File: src/rtl/dgc_cfg.svh
// dgc_cfg.svh: offsets, fields, reset values and counts of the dma global control block
// assumes: included by bare name from the dgc package and design modules
`ifndef DGC_CFG_SVH
`define DGC_CFG_SVH

// ****************************************************************
// register map (printed word offsets are not multiples of four)
// ****************************************************************
`define DGC_IDX_RESET_CTRL 3'h0
`define DGC_IDX_HALT_BEH 3'h1
`define DGC_IDX_IDENT 3'h2
`define DGC_IDX_SOFT_RESET 3'h3
`define DGC_IDX_STATUS 3'h4
`define DGC_ADDR_W 5

// ****************************************************************
// fields
// ****************************************************************
`define DGC_BIT_MODULE_RESET 0
`define DGC_BIT_ARB_RESTART 1
`define DGC_BIT_RUN_FREE 15
`define DGC_NUM_CH 6

// ****************************************************************
// reset values and identification (arbitrary neutral codes)
// ****************************************************************
`define DGC_RST_HALT_BEH 16'h0000
`define DGC_CLASS_CODE 8'h5A
`define DGC_STEP_CODE 8'hA5
`define DGC_MODRST_DELAY 2'h1

`endif

File: src/rtl/dgc_pkg.sv
// dgc_pkg.sv: types shared by the dma global control block
// assumes: dgc_cfg.svh on the include path
`include "dgc_cfg.svh"
package dgc_pkg;
  typedef enum logic [1:0] {
    ARB_IDLE,
    ARB_WAIT_HIGH,
    ARB_WAIT_LOW,
    ARB_APPLY
  } dgc_arb_state_t;
  typedef logic [`DGC_NUM_CH-1:0] dgc_ch_mask_t;
endpackage

File: src/rtl/dgc_restart_seq.sv
// dgc_restart_seq.sv: holds an arbiter restart request until bursts drain
// assumes: burst status from the transfer engine on mclk_i
`timescale 1ns/1ps
`include "dgc_cfg.svh"
module dgc_restart_seq (
  input wire logic mclk_i, // system clock
  input wire logic rst_i, // sync reset, high
  input wire logic ce_i, // clock enable
  input wire logic req_i, // restart request pulse
  input wire logic high_burst_i, // first channel elevated burst busy
  input wire logic low_burst_i, // other channel burst busy or preempted
  output logic restart_o // one-cycle arbiter reinit pulse
);
  import dgc_pkg::*;

  dgc_arb_state_t state_ff;
  dgc_arb_state_t nxt_state;

  always_comb begin
    nxt_state = state_ff;
    case (state_ff)
      ARB_IDLE: begin
        if (req_i) begin
          nxt_state = ARB_WAIT_HIGH;
        end
      end
      // elevated burst finishes first, then the interrupted one
      ARB_WAIT_HIGH: begin
        if (!high_burst_i) begin
          nxt_state = ARB_WAIT_LOW;
        end
      end
      ARB_WAIT_LOW: begin
        if (!low_burst_i && !high_burst_i) begin
          nxt_state = ARB_APPLY;
        end
      end
      ARB_APPLY: nxt_state = ARB_IDLE;
      default: nxt_state = ARB_IDLE;
    endcase
  end

  always_ff @(posedge mclk_i) begin
    if (rst_i) begin
      state_ff <= ARB_IDLE;
    end else if (ce_i) begin
      state_ff <= nxt_state;
    end
  end

  assign restart_o = (state_ff == ARB_APPLY) && ce_i;
endmodule // dgc_restart_seq

File: src/rtl/dgc_top.sv
// dgc_top.sv: dma global control registers behind an avalon-mm slave
// assumes: transfer engine on mclk_i; halt and ready pins are asynchronous
// assumes: software idles one cycle after writing the module reset bit
//
// Our own choices: the address map and the Avalon-MM register port.
`timescale 1ns/1ps
`include "dgc_cfg.svh"
module dgc_top (
  input wire logic mclk_i, // 125 MHz system clock
  input wire logic rst_i, // sync reset, high
  input wire logic ce_i, // clock enable, freezes all state when low
  input wire logic [`DGC_ADDR_W-1:0] avs_address_i, // byte address
  input wire logic avs_read_i, // read request
  input wire logic avs_write_i, // write request
  input wire logic [31:0] avs_writedata_i, // write data
  input wire logic [3:0] avs_byteenable_i, // byte enables
  output logic [31:0] avs_readdata_o, // read data
  output logic avs_waitrequest_o, // stall
  output logic [1:0] avs_response_o, // 00 okay, 10 slave error
  input wire logic write_unlock_i, // protected write unlock level
  input wire logic emu_halt_i, // emulation halt request, async pin
  input wire logic access_busy_i, // engine read-write access in progress
  input wire logic ext_port_busy_i, // port transaction pending
  input wire logic external_wait_release_i, // external ready pin, async
  input wire logic first_channel_high_i, // first channel elevated priority
  input wire logic high_burst_i, // first channel burst under way
  input wire logic low_burst_i, // other burst under way or preempted
  output logic arbiter_restart_o, // one-cycle arbiter reinit pulse
  output logic [2:0] arb_start_ch_o, // channel where service resumes
  output logic whole_module_reset_o, // one-cycle reset to whole engine
  output logic access_abort_o, // abort current access incl stalled
  output logic ext_port_hold_o, // port finishing aborted transaction
  output logic dma_freeze_o, // freeze dma state
  output logic [`DGC_NUM_CH-1:0] ch_soft_reset_o // per channel soft reset pulse
);
  import dgc_pkg::*;

  // ****************************************************************
  // helpers
  // ****************************************************************
  function automatic logic [2:0] word_idx(input logic [`DGC_ADDR_W-1:0] a);
    word_idx = a[`DGC_ADDR_W-1:2];
  endfunction

  function automatic logic lane_hit(input logic [3:0] be, input int bitpos);
    lane_hit = be[bitpos/8];
  endfunction

  function automatic logic set_hit(input logic [3:0] be, input logic [31:0] d, input int bitpos);
    set_hit = lane_hit(be, bitpos) && d[bitpos];
  endfunction

  // ****************************************************************
  // pin synchronisers
  // ****************************************************************
  logic halt_s1_ff, halt_s2_ff, nxt_halt_s1, nxt_halt_s2;
  logic rdy_s1_ff, rdy_s2_ff, nxt_rdy_s1, nxt_rdy_s2;

  // emulation halt request
  always_comb begin
    nxt_halt_s1 = emu_halt_i;
    nxt_halt_s2 = halt_s1_ff;
  end

  always_ff @(posedge mclk_i) begin
    if (rst_i) begin
      halt_s1_ff <= 1'b0;
      halt_s2_ff <= 1'b0;
    end else if (ce_i) begin
      halt_s1_ff <= nxt_halt_s1;
      halt_s2_ff <= nxt_halt_s2;
    end
  end

  // external ready, high when released
  always_comb begin
    nxt_rdy_s1 = external_wait_release_i;
    nxt_rdy_s2 = rdy_s1_ff;
  end

  always_ff @(posedge mclk_i) begin
    if (rst_i) begin
      rdy_s1_ff <= 1'b0;
      rdy_s2_ff <= 1'b0;
    end else if (ce_i) begin
      rdy_s1_ff <= nxt_rdy_s1;
      rdy_s2_ff <= nxt_rdy_s2;
    end
  end

  // ****************************************************************
  // bus slave: one wait cycle, answer on second cycle
  // ****************************************************************
  logic ack_ff, nxt_ack;
  logic [31:0] rdata_ff, nxt_rdata;
  logic [1:0] resp_ff, nxt_resp;
  logic req;
  logic wr_take;
  logic [2:0] idx;
  logic mapped;

  assign req = avs_read_i || avs_write_i;
  assign idx = word_idx(avs_address_i);
  assign mapped = (idx <= `DGC_IDX_STATUS);
  assign wr_take = avs_write_i && ack_ff && write_unlock_i && mapped;
  // no answer while frozen, or the master would see a write that never landed
  assign avs_waitrequest_o = req && !(ack_ff && ce_i);
  assign avs_readdata_o = rdata_ff;
  assign avs_response_o = resp_ff;

  // ****************************************************************
  // registers
  // ****************************************************************
  logic run_free_ff, nxt_run_free;
  logic modrst_pend_ff, nxt_modrst_pend;
  logic modrst_ff, nxt_modrst;
  logic restart_req_ff, nxt_restart_req;
  logic hold_ff, nxt_hold;
  logic freeze_ff, nxt_freeze;
  dgc_ch_mask_t soft_ff, nxt_soft;
  logic restart_pulse;
  logic wr_ctrl;
  localparam logic [15:0] RST_HALT_BEH = `DGC_RST_HALT_BEH;
  localparam logic RST_RUN_FREE = RST_HALT_BEH[`DGC_BIT_RUN_FREE];

  assign wr_ctrl = wr_take && (idx == `DGC_IDX_RESET_CTRL);

  always_comb begin
    nxt_ack = req && !ack_ff;
    nxt_rdata = rdata_ff;
    nxt_resp = resp_ff;
    if (req && !ack_ff) begin
      nxt_rdata = 32'h0000_0000;
      nxt_resp = mapped ? 2'h0 : 2'h2;
      case (idx)
        `DGC_IDX_RESET_CTRL: nxt_rdata = 32'h0000_0000;
        `DGC_IDX_HALT_BEH: nxt_rdata[`DGC_BIT_RUN_FREE] = run_free_ff;
        `DGC_IDX_IDENT: nxt_rdata[15:0] = {`DGC_CLASS_CODE, `DGC_STEP_CODE};
        `DGC_IDX_STATUS: nxt_rdata[3:0] = {hold_ff, freeze_ff, modrst_pend_ff, restart_req_ff};
        default: nxt_rdata = 32'h0000_0000;
      endcase
    end
  end

  always_ff @(posedge mclk_i) begin
    if (rst_i) begin
      ack_ff <= 1'b0;
      rdata_ff <= 32'h0000_0000;
      resp_ff <= 2'h0;
    end else if (ce_i) begin
      ack_ff <= nxt_ack;
      rdata_ff <= nxt_rdata;
      resp_ff <= nxt_resp;
    end
  end

  // ****************************************************************
  // halt behaviour and channel soft resets
  // ****************************************************************
  always_comb begin
    nxt_run_free = run_free_ff;
    nxt_soft = '0;
    if (wr_take && (idx == `DGC_IDX_HALT_BEH)) begin
      if (lane_hit(avs_byteenable_i, `DGC_BIT_RUN_FREE)) begin
        nxt_run_free = avs_writedata_i[`DGC_BIT_RUN_FREE];
      end
    end
    if (wr_take && (idx == `DGC_IDX_SOFT_RESET)) begin
      if (avs_byteenable_i[0]) begin
        nxt_soft = avs_writedata_i[`DGC_NUM_CH-1:0];
      end
    end
    // module reset puts settings back to their reset values
    if (modrst_ff) begin
      nxt_run_free = RST_RUN_FREE;
      nxt_soft = '0;
    end
  end

  always_ff @(posedge mclk_i) begin
    if (rst_i) begin
      run_free_ff <= RST_RUN_FREE;
      soft_ff <= '0;
    end else if (ce_i) begin
      run_free_ff <= nxt_run_free;
      soft_ff <= nxt_soft;
    end
  end

  // ****************************************************************
  // self-clearing reset control
  // ****************************************************************
  always_comb begin
    nxt_restart_req = 1'b0;
    nxt_modrst_pend = 1'b0;
    // only ones act; zeros and reserved bits are dropped
    if (wr_ctrl) begin
      nxt_restart_req = set_hit(avs_byteenable_i, avs_writedata_i,
        `DGC_BIT_ARB_RESTART);
      nxt_modrst_pend = set_hit(avs_byteenable_i, avs_writedata_i,
        `DGC_BIT_MODULE_RESET);
    end
    // a restart still queued is dropped by the module reset
    if (modrst_ff) begin
      nxt_restart_req = 1'b0;
    end
    // pending write becomes the reset one cycle later
    nxt_modrst = modrst_pend_ff;
  end

  always_ff @(posedge mclk_i) begin
    if (rst_i) begin
      restart_req_ff <= 1'b0;
      modrst_pend_ff <= 1'b0;
      modrst_ff <= 1'b0;
    end else if (ce_i) begin
      restart_req_ff <= nxt_restart_req;
      modrst_pend_ff <= nxt_modrst_pend;
      modrst_ff <= nxt_modrst;
    end
  end

  // ****************************************************************
  // external port hold after an abort
  // ****************************************************************
  // aborted stalled port transfer holds until ready is released
  always_comb begin
    nxt_hold = hold_ff;
    if (modrst_pend_ff && ext_port_busy_i && !rdy_s2_ff) begin
      nxt_hold = 1'b1;
    end else if (rdy_s2_ff) begin
      nxt_hold = 1'b0;
    end
  end

  always_ff @(posedge mclk_i) begin
    if (rst_i) begin
      hold_ff <= 1'b0;
    end else if (ce_i) begin
      hold_ff <= nxt_hold;
    end
  end

  // ****************************************************************
  // emulation freeze
  // ****************************************************************
  // freeze only between accesses when not run free
  always_comb begin
    nxt_freeze = freeze_ff;
    if (!halt_s2_ff || run_free_ff || modrst_ff) begin
      nxt_freeze = 1'b0;
    end else if (!access_busy_i) begin
      nxt_freeze = 1'b1;
    end
  end

  always_ff @(posedge mclk_i) begin
    if (rst_i) begin
      freeze_ff <= 1'b0;
    end else if (ce_i) begin
      freeze_ff <= nxt_freeze;
    end
  end

  // ****************************************************************
  // arbiter restart sequencing
  // ****************************************************************
  dgc_restart_seq u_restart (
    .mclk_i(mclk_i),
    .rst_i(rst_i || modrst_ff),
    .ce_i(ce_i),
    .req_i(restart_req_ff),
    // a first channel burst is drained whether elevated or not
    .high_burst_i(high_burst_i),
    .low_burst_i(low_burst_i),
    .restart_o(restart_pulse)
  );

  // ****************************************************************
  // outputs
  // ****************************************************************
  assign arbiter_restart_o = restart_pulse || modrst_ff;
  assign arb_start_ch_o = first_channel_high_i ? 3'h1 : 3'h0;
  assign whole_module_reset_o = modrst_ff;
  assign access_abort_o = modrst_ff;
  assign ext_port_hold_o = hold_ff;
  assign dma_freeze_o = freeze_ff && !run_free_ff;
  assign ch_soft_reset_o = soft_ff;
endmodule // dgc_top

File: config.mk
export PLATFORM = sky130hd
export DESIGN_NAME = dgc_top
export DESIGN_NICKNAME = d
export VERILOG_FILES = /design/src/rtl/dgc_pkg.sv /design/src/rtl/dgc_restart_seq.sv /design/src/rtl/dgc_top.sv
export VERILOG_INCLUDE_DIRS = /design/src /design/src/rtl
export SDC_FILE = /design/constraint.sdc
export NUM_CORES = 1
export LEC_CHECK = 0
export ABC_AREA = 1
export ABC_CLOCK_PERIOD_IN_PS = 1760
export BUFFER_PORTS_ARGS = -buffer_cell sky130_fd_sc_hd__buf_2
export CAP_MARGIN = 10
export CORE_MARGIN = 5
export CORE_UTILIZATION = 44
export DETAILED_ROUTE_END_ITERATION = 6
export HOLD_SLACK_MARGIN = 0.1
export PLACE_DENSITY = 0.83
export SLEW_MARGIN = 10
export SYNTH_ARGS = -nofsm -noshare
export SYNTH_HDL_FRONTEND = slang
export SYNTH_SLANG_ARGS = --single-unit
File: constraint.sdc
create_clock -name mclk_i -period 1.76 [get_ports mclk_i]
set_clock_uncertainty 0.05 [all_clocks]
set_input_delay 0.352 -clock mclk_i [delete_from_list [all_inputs] [get_ports mclk_i]]
set_output_delay 0.352 -clock mclk_i [all_outputs]
set_load 0.005 [all_outputs]
==> After elaboration in Yosys (flattened, before gate mapping) <==
Index checks and enable logic that the tools add are counted.
{ "totals": {"reg_bits": 37, "elab_cells": 87, "output_inout_bits": 49} }
{ "op_classes": {"n_eq_ne": 11, "reduce_logical": 38, "n_mux": 22, "order_cmp": 1} }
{ "op_table": {"columns": ["operator", "count"], "rows": [
  ["$mux 6", 3],
  ["$logic_and 1x1->1", 16],
  ["$mux 1", 12],
  ["$mux 11", 1],
  ["$mux 2", 4],
  ["$pmux 2 s4", 1],
  ["$pmux 4 s2", 1],
  ["$logic_not 1->1", 7],
  ["$eq 3x2->1 const B", 2],
  ["$reduce_and 2->1", 3],
  ["$reduce_bool 2->1", 3],
  ["$logic_or 1x1->1", 5],
  ["$eq 2x2->1 const B", 2],
  ["$ne 2x1->1 const B", 2],
  ["$ne 2x2->1 const B", 2],
  ["$reduce_and 4->1", 1],
  ["$eq 3x1->1 const B", 1],
  ["$eq 3x3->1 const B", 1],
  ["$le 3x3->1 const B", 1],
  ["$logic_not 3->1", 1],
  ["$reduce_and 3->1", 1],
  ["$eq 2x1->1 const B", 1],
  ["$logic_not 2->1", 1]
]} }

==> Longest topological paths before layout <==
Gate-level depths: netlist of the first run.
{ "logic_depth": {"ltp_word": 6, "ltp_mapped": 7, "ltp_nobuf": 7} }

==> Hierarchy <==
Synthesis of the first run repeated with hierarchy kept, for this count alone.
{ "hier_totals": {"cells_unflattened": 194, "area_unflattened_um2": 1428.9} }
{ "by_module_without_submodules": {"columns": ["module", "cells_per_inst", "area_each_um2", "n_inst"], "rows": [
  ["dgc_top", 168, 1242.4, 1],
  ["dgc_restart_seq", 26, 186.4, 1]
]} }

==> Worst setup path before layout of the first run <==
OpenSTA, ideal clock, no wires.
{ "synth_path": {"kind": "input port to output port", "from": "in ce_i", "to": "out avs_waitrequest_o", "arrival_ps": 810, "cell_stages": 3, "path_slack_ps": 548, "cell_sequence": "buf_4 buf_2 a21oi_1"} }
{ "synth_via": {"elab_chain_len": 3} }
{ "synth_lines": {"columns": ["item", "line", "source"], "rows": [
  ["start: declaration", "dgc_top.sv:11", "input wire logic ce_i,"],
  ["$logic_and 1x1->1", "dgc_top.sv:107", "assign avs_waitrequest_o = req && !(ack_ff && ce_i);"],
  ["$logic_not 1->1", "dgc_top.sv:107", null],
  ["$logic_and 1x1->1", "dgc_top.sv:107", null],
  ["end: declaration", "dgc_top.sv:18", "output logic avs_waitrequest_o,"]
]} }
Every way passes these cells.

==> Worst setup path in the final report of the first run <==
{ "layout_path": {"from": "reg u_restart.state_ff[0]", "to": "out arbiter_restart_o"} }
{ "layout_via": {"elab_chain_len": 3} }
{ "layout_lines": {"columns": ["item", "line", "source"], "rows": [
  ["start: declaration", "dgc_restart_seq.sv:16", "dgc_arb_state_t state_ff;"],
  ["start signal: assignment", "dgc_restart_seq.sv:47", "state_ff <= nxt_state;"],
  ["$eq 2x2->1", "dgc_restart_seq.sv:51", "assign restart_o = (state_ff == ARB_APPLY) && ce_i;"],
  ["$logic_and 1x1->1", "dgc_restart_seq.sv:51", null],
  ["$logic_or 1x1->1", "dgc_top.sv:282", "assign arbiter_restart_o = restart_pulse || modrst_ff;"],
  ["end: declaration", "dgc_top.sv:28", "output logic arbiter_restart_o,"]
]} }
Every way passes these cells.

==> results.cfg, run 1 <==
[run_status]
status = complete, no violations

[critical_path]
critPathLaunchType = register
r2r_cells = 6
path_common_cell = nand2_1
end_kind = primary output
r2r-end = u_restart.state_ff[0]
path_class = register to primary output
cp_max_fo = 3
r2r_slack_ps = 460
cp.required_ps = 1360
critPathArrivalTime_ps = 1110
max_stage_delay_ps = 360
reg2reg_from = u_restart.state_ff[0]
cp_cell_sequence = ha_1 -> nand2_1 -> nand2_1 -> buf_2
cpMaxStageDelayCell = dfxtp_1

[layout]
fill_cells = 322
multi_input_area_um2 = 701
finalInstanceArea_um2 = 1640
regArea_um2 = 520
nNetsFinal = 294
drive_above_1_share_pct = 30.8
n_antenna_cell = 0
fin_cells = 278
syn2layout_area_growth_pct = 12.2
fin_util_pct = 52.7

[hold_path]
whs_endpoint = nxt_rdy_s2
min_from = external_wait_release_i
hold_class = input port to register
min_delay_path_depth = 3

[cts]
cts_tree = built
clk_pin_slew_ps = 140
cts_buffer_depth = 2
cts_buffers = 3
cts_resized = 0
cts-root-buf = clkbuf_4
hold_buffers = 0
cts.sinks = 26
clock_latency_ps = 320
cts_max_level = 1
post_cts_buffers = 0

[sta]
fmax_mhz = 664
finalSetupTns_ps = 0
hold_violations = 0
fin_crit_sh_pct = 85.6
rsz0062_at_grt = no
period_needed_ps = 1510
setup_viol = 0
slew_viol_final = 0
timing.hold.ws_ps = 188

[logic_synthesis]
synth.largest_area_cell = dfxtp_1
mappedNetlistArea_um2 = 1460
synth_top_cells_by_area = dfxtp_1 36%, buf_4 16%, nand2_1 8.0%
avgSynthCellArea_um2 = 7.48
ys_types = 27
seq_area_frac_synth_pct = 35.7
synth_cells = 195
synth_top_area_share_pct = 35.7
synth_flop_cell = dfxtp_1
async_reset_ff_share_pct = 0
synth_edf_count = 0
ys_ff_latch = 26
yosysMostFrequentCell = buf_4
synth_commonest_cells = 32 x buf_4, 31 x nand2_1, 26 x dfxtp_1, 23 x nor2_1, 14 x o21ai_0
ys_warn_count = 0

[power_and_ir_drop]
pwr_density_cell_nw_per_um2 = 742
peakVddDrop_mv = 0.287
p_leak_nw = 0.836

[drt]
drt_wl_total_um = 2990
ant_nets = 0
dr.pass1.iters = 4
viasPerCell = 4.46
drtIter0Drc = 35
drc = 0
vias = 1241
wl_per_cell_um = 10.8

[floorplan]
dieArea_um2 = 4560
core_um2 = 3100
rows = 20
initial_utilization_pct = 47.0
chipHeight_um = 67.6
die_width_um = 67.6
ios = 103

[grt]
grt_pass1_wl_um = 4660
grt_pass1_vias = 1092
track_usage_pct = 13.1
grt_start_max_net_pins = 18
antenna_found_initial = 0
overflow = 0

[placement]
dp.cells = 274
hpwl_um = 2420
port_buffers = 47
place_congestion = 0.803
post_dp_cell_area_um2 = 1580

[flow_run]
drv_cap = 0
final cells by class:
cell class                      count  area share, %
Timing Repair Buffer               48           14.8
Clock inverter                      1           1.84
Sequential cell                    26           31.8
Tap cell                           44           3.37
Inverter                           17           3.90
Multi-Input combinational cell    139           42.8
Clock buffer                        3           1.38
metal layers:
metal | vias to the layer above | global-route usage, % | share of wire [%]
li1 | 645 | - | -
met1 | 548 | 17.4 | 45
met2 | 44 | 21.3 | 45
met3 | 4 | 3.00 | 9.2
met4 | 0 | 3.80 | 0.70
met5 | - | 0 | 0
critical path: cells and delay by family (launching register included):
| kind | cells | cell delay (ps) |
|---|---|---|
| adder cells (fa/ha/maj) | 1 | 190 |
| flip-flops | 1 | 360 |
| buffers and inverters | 1 | 120 |
| AND/OR/NAND/NOR | 2 | 110 |
layout by cell type, fill, tap and decap left out:
cell type   n
a21oi_1    12
a21oi_2     2
a221oi_1    1
a22oi_1     1
a31oi_1     1
and3_1      1
buf_2      47
buf_4       1
bufinv_16   1
clkbuf_4    3
conb_1     24
dfxtp_1    26
ha_1        5
inv_1      13
inv_2       4
nand2_1    31
nand2_2     3
nand3_1     8
nor2_1     23
nor2_2      2
nor2_4      1
nor3_1      1
nor3_2      2
nor3b_2     1
o211ai_1    1
o21ai_0    14
o21ai_2     4
or2_2       1
worst max path at each step:
stage	start	end	slack, ps	cells after the start
4_1_cts	u_restart.state_ff[0]	arbiter_restart_o	240	4
2_1_floorplan	ce_i	avs_waitrequest_o	550	3
5_1_grt	u_restart.state_ff[1]	arbiter_restart_o	200	4
6_report	u_restart.state_ff[0]	arbiter_restart_o	250	4
3_3_place_gp	ce_i	avs_readdata_o[0]	340	4
3_5_place_dp	ce_i	avs_readdata_o[0]	350	4
logic make-up after synthesis:
family,count (synthesis),share of synthesized area (%)
buffers and inverters,53,22.1
other,1,0.257
adders and majority gates,5,4.29
DFF,26,35.7
and+or+nand+nor,74,23.0
AOI/OAI and AO/OA,36,14.6
where the power goes:
group          leakage, nW  internal [W]  switching (W)
Sequential           0.212      0.000612      0.0000144
Combinational        0.596     0.0000649       0.000104
Clock               0.0279      0.000230       0.000187
through the flow:
step                      worst slack, ps  power [W]
final                                 253    0.00121
after global routing                  198    0.00127
after CTS                             240    0.00122
after detailed placement              353   0.000808
after global placement                336   0.000805
after floorplan                       548   0.000789
Note: power is estimated with default switching activity, not from simulation.
==> run 2: changes to the inputs <==
Settings changed: ABC_CLOCK_PERIOD_IN_PS 1760 to not set, CAP_MARGIN 10 to 20, CORE_UTILIZATION 44 to 45, CTS_BUF_LIST set to sky130_fd_sc_hd__clkbuf_4, PLACE_DENSITY 0.83 to 0.85.
==> results.cfg, run 2 (synthesis results as in run 1) <==
[hold_path]
min_from = external_wait_release_i
whs_endpoint = nxt_rdy_s2
min_delay_path_depth = 3
hold_class = input port to register

[critical_path]
r2r_slack_ps = 450
r2r_cells = 6
cp_cell_sequence = ha_1 -> nand2_1 -> nand2_1 -> buf_2
r2r-end = u_restart.state_ff[0]
max_stage_delay_ps = 350
critPathArrivalTime_ps = 1100
path_common_cell = nand2_1
reg2reg_from = u_restart.state_ff[0]
end_kind = primary output
path_class = register to primary output
cp.required_ps = 1360
cp_max_fo = 3
cpMaxStageDelayCell = dfxtp_1
critPathLaunchType = register

[sta]
period_needed_ps = 1500
fin_crit_sh_pct = 85.4
rsz0062_at_grt = no
finalSetupTns_ps = 0
setup_viol = 0
slew_viol_final = 0
timing.hold.ws_ps = 196
hold_violations = 0
fmax_mhz = 665

[drt]
ant_nets = 0
drtIter0Drc = 80
wl_met3_um = 343
drc = 0
vias = 1277
met1_length_um = 1270
wl_per_cell_um = 11.0
drt_wl_total_um = 3040
dr_wl_met2_um = 1390
viasPerCell = 4.61
dr.pass1.iters = 4
top_layer = met4

[floorplan]
dieArea_um2 = 4480
core_um2 = 3080
chipHeight_um = 66.9
die_width_um = 66.9
ios = 103
rows = 20
initial_utilization_pct = 47.4

[grt]
grt_start_max_net_pins = 18
grt_pass1_vias = 1094
grt_pass1_wl_um = 4680
overflow = 0
track_usage_pct = 13.6
antenna_found_initial = 0

[power_and_ir_drop]
pwr-share-comb_pct = 15.9
peakVddDrop_mv = 0.472
p_int_w = 0.000759
pwr_density_cell_nw_per_um2 = 657
netSwitchingFraction_pct = 27.9
total_power_w = 0.00105
clockPowerShare_pct = 24.6
switchingPower_w = 0.000294
p_leak_nw = 0.819
power_frac_seq_pct = 59.6

[layout]
syn2layout_area_growth_pct = 9.87
finalInstanceArea_um2 = 1600
multi_input_area_um2 = 701
drive_above_1_share_pct = 30.0
fill_cells = 308
n_antenna_cell = 0
layout_commonest_cell = buf_2
nNetsFinal = 293
layout_common_cells = 47 x buf_2, 31 x nand2_1, 26 x dfxtp_1, 24 x conb_1, 23 x nor2_1
regArea_um2 = 520

[cts]
cts_max_level = 1
cts_tree = built
cts_buffer_depth = 2
clock_latency_ps = 320
post_cts_buffers = 0
cts_buffers = 3
cts.sinks = 26
cts-root-buf = clkbuf_4
cts_resized = 0
clk_pin_slew_ps = 140
hold_buffers = 0

[placement]
place_congestion = 0.808
post_dp_cell_area_um2 = 1580
hpwl_um = 2430
port_buffers = 47

[run_status]
status = complete, no violations

[flow_run]
drv_cap = 0
## run 2: cell types whose count changed in the layout (fill, tap and decap cells not counted), sizes merged
cell    change
bufinv      -1
clkinv      +1
buf         -1
## run 2: how the worst max path moves through the flow
stage	endpoint	slack, ps	startpoint
2_1_floorplan	avs_waitrequest_o	550	ce_i
3_3_place_gp	u_restart.state_ff[0]	320	ce_i
3_5_place_dp	u_restart.state_ff[0]	310	ce_i
4_1_cts	arbiter_restart_o	240	u_restart.state_ff[0]
5_1_grt	arbiter_restart_o	160	u_restart.state_ff[1]
6_report	arbiter_restart_o	260	u_restart.state_ff[0]
## run 2: critical path, delay by kind of cell (launching register included)
kind	cells	cell delay, ps
adder cells (fa/ha/maj)	1	190
flip-flops	1	350
AND/OR/NAND/NOR	2	120
buffers and inverters	1	120
## run 2: layout make-up
cell class / instances / area share (%)
timing repair buffer: 47 / 14.7
inverter: 17 / 3.98
sequential: 26 / 32.5
tap: 44 / 3.44
clock inverter: 1 / 0.234
clock buffer: 3 / 1.41
multi-input combinational: 139 / 43.7
## run 2: power groups by stage
stage | clock (W) | sequential [W] | combinational, W
5_1_grt | 0.000286 | 0.000631 | 0.000192
2_1_floorplan | 0 | 0.000639 | 0.000150
6_report | 0.000258 | 0.000627 | 0.000167
3_5_place_dp | 0 | 0.000640 | 0.000166
4_1_cts | 0.000259 | 0.000627 | 0.000167
3_3_place_gp | 0 | 0.000639 | 0.000163
## run 2: layer usage
layer | track usage, % | vias up
li1 | - | 641
met1 | 16.8 | 578
met2 | 22.2 | 54
met3 | 4.72 | 4
met4 | 3.80 | 0
met5 | 0 | -
## run 2: per-stage QoR
stage                     util [%]  instances  worst slack (ps)
after global routing          52.0        277               164
after global placement        51.2        273               322
after CTS                     52.0        277               243
after floorplan                  -        218               548
after detailed placement      51.2        273               314
final                         52.0        277               257
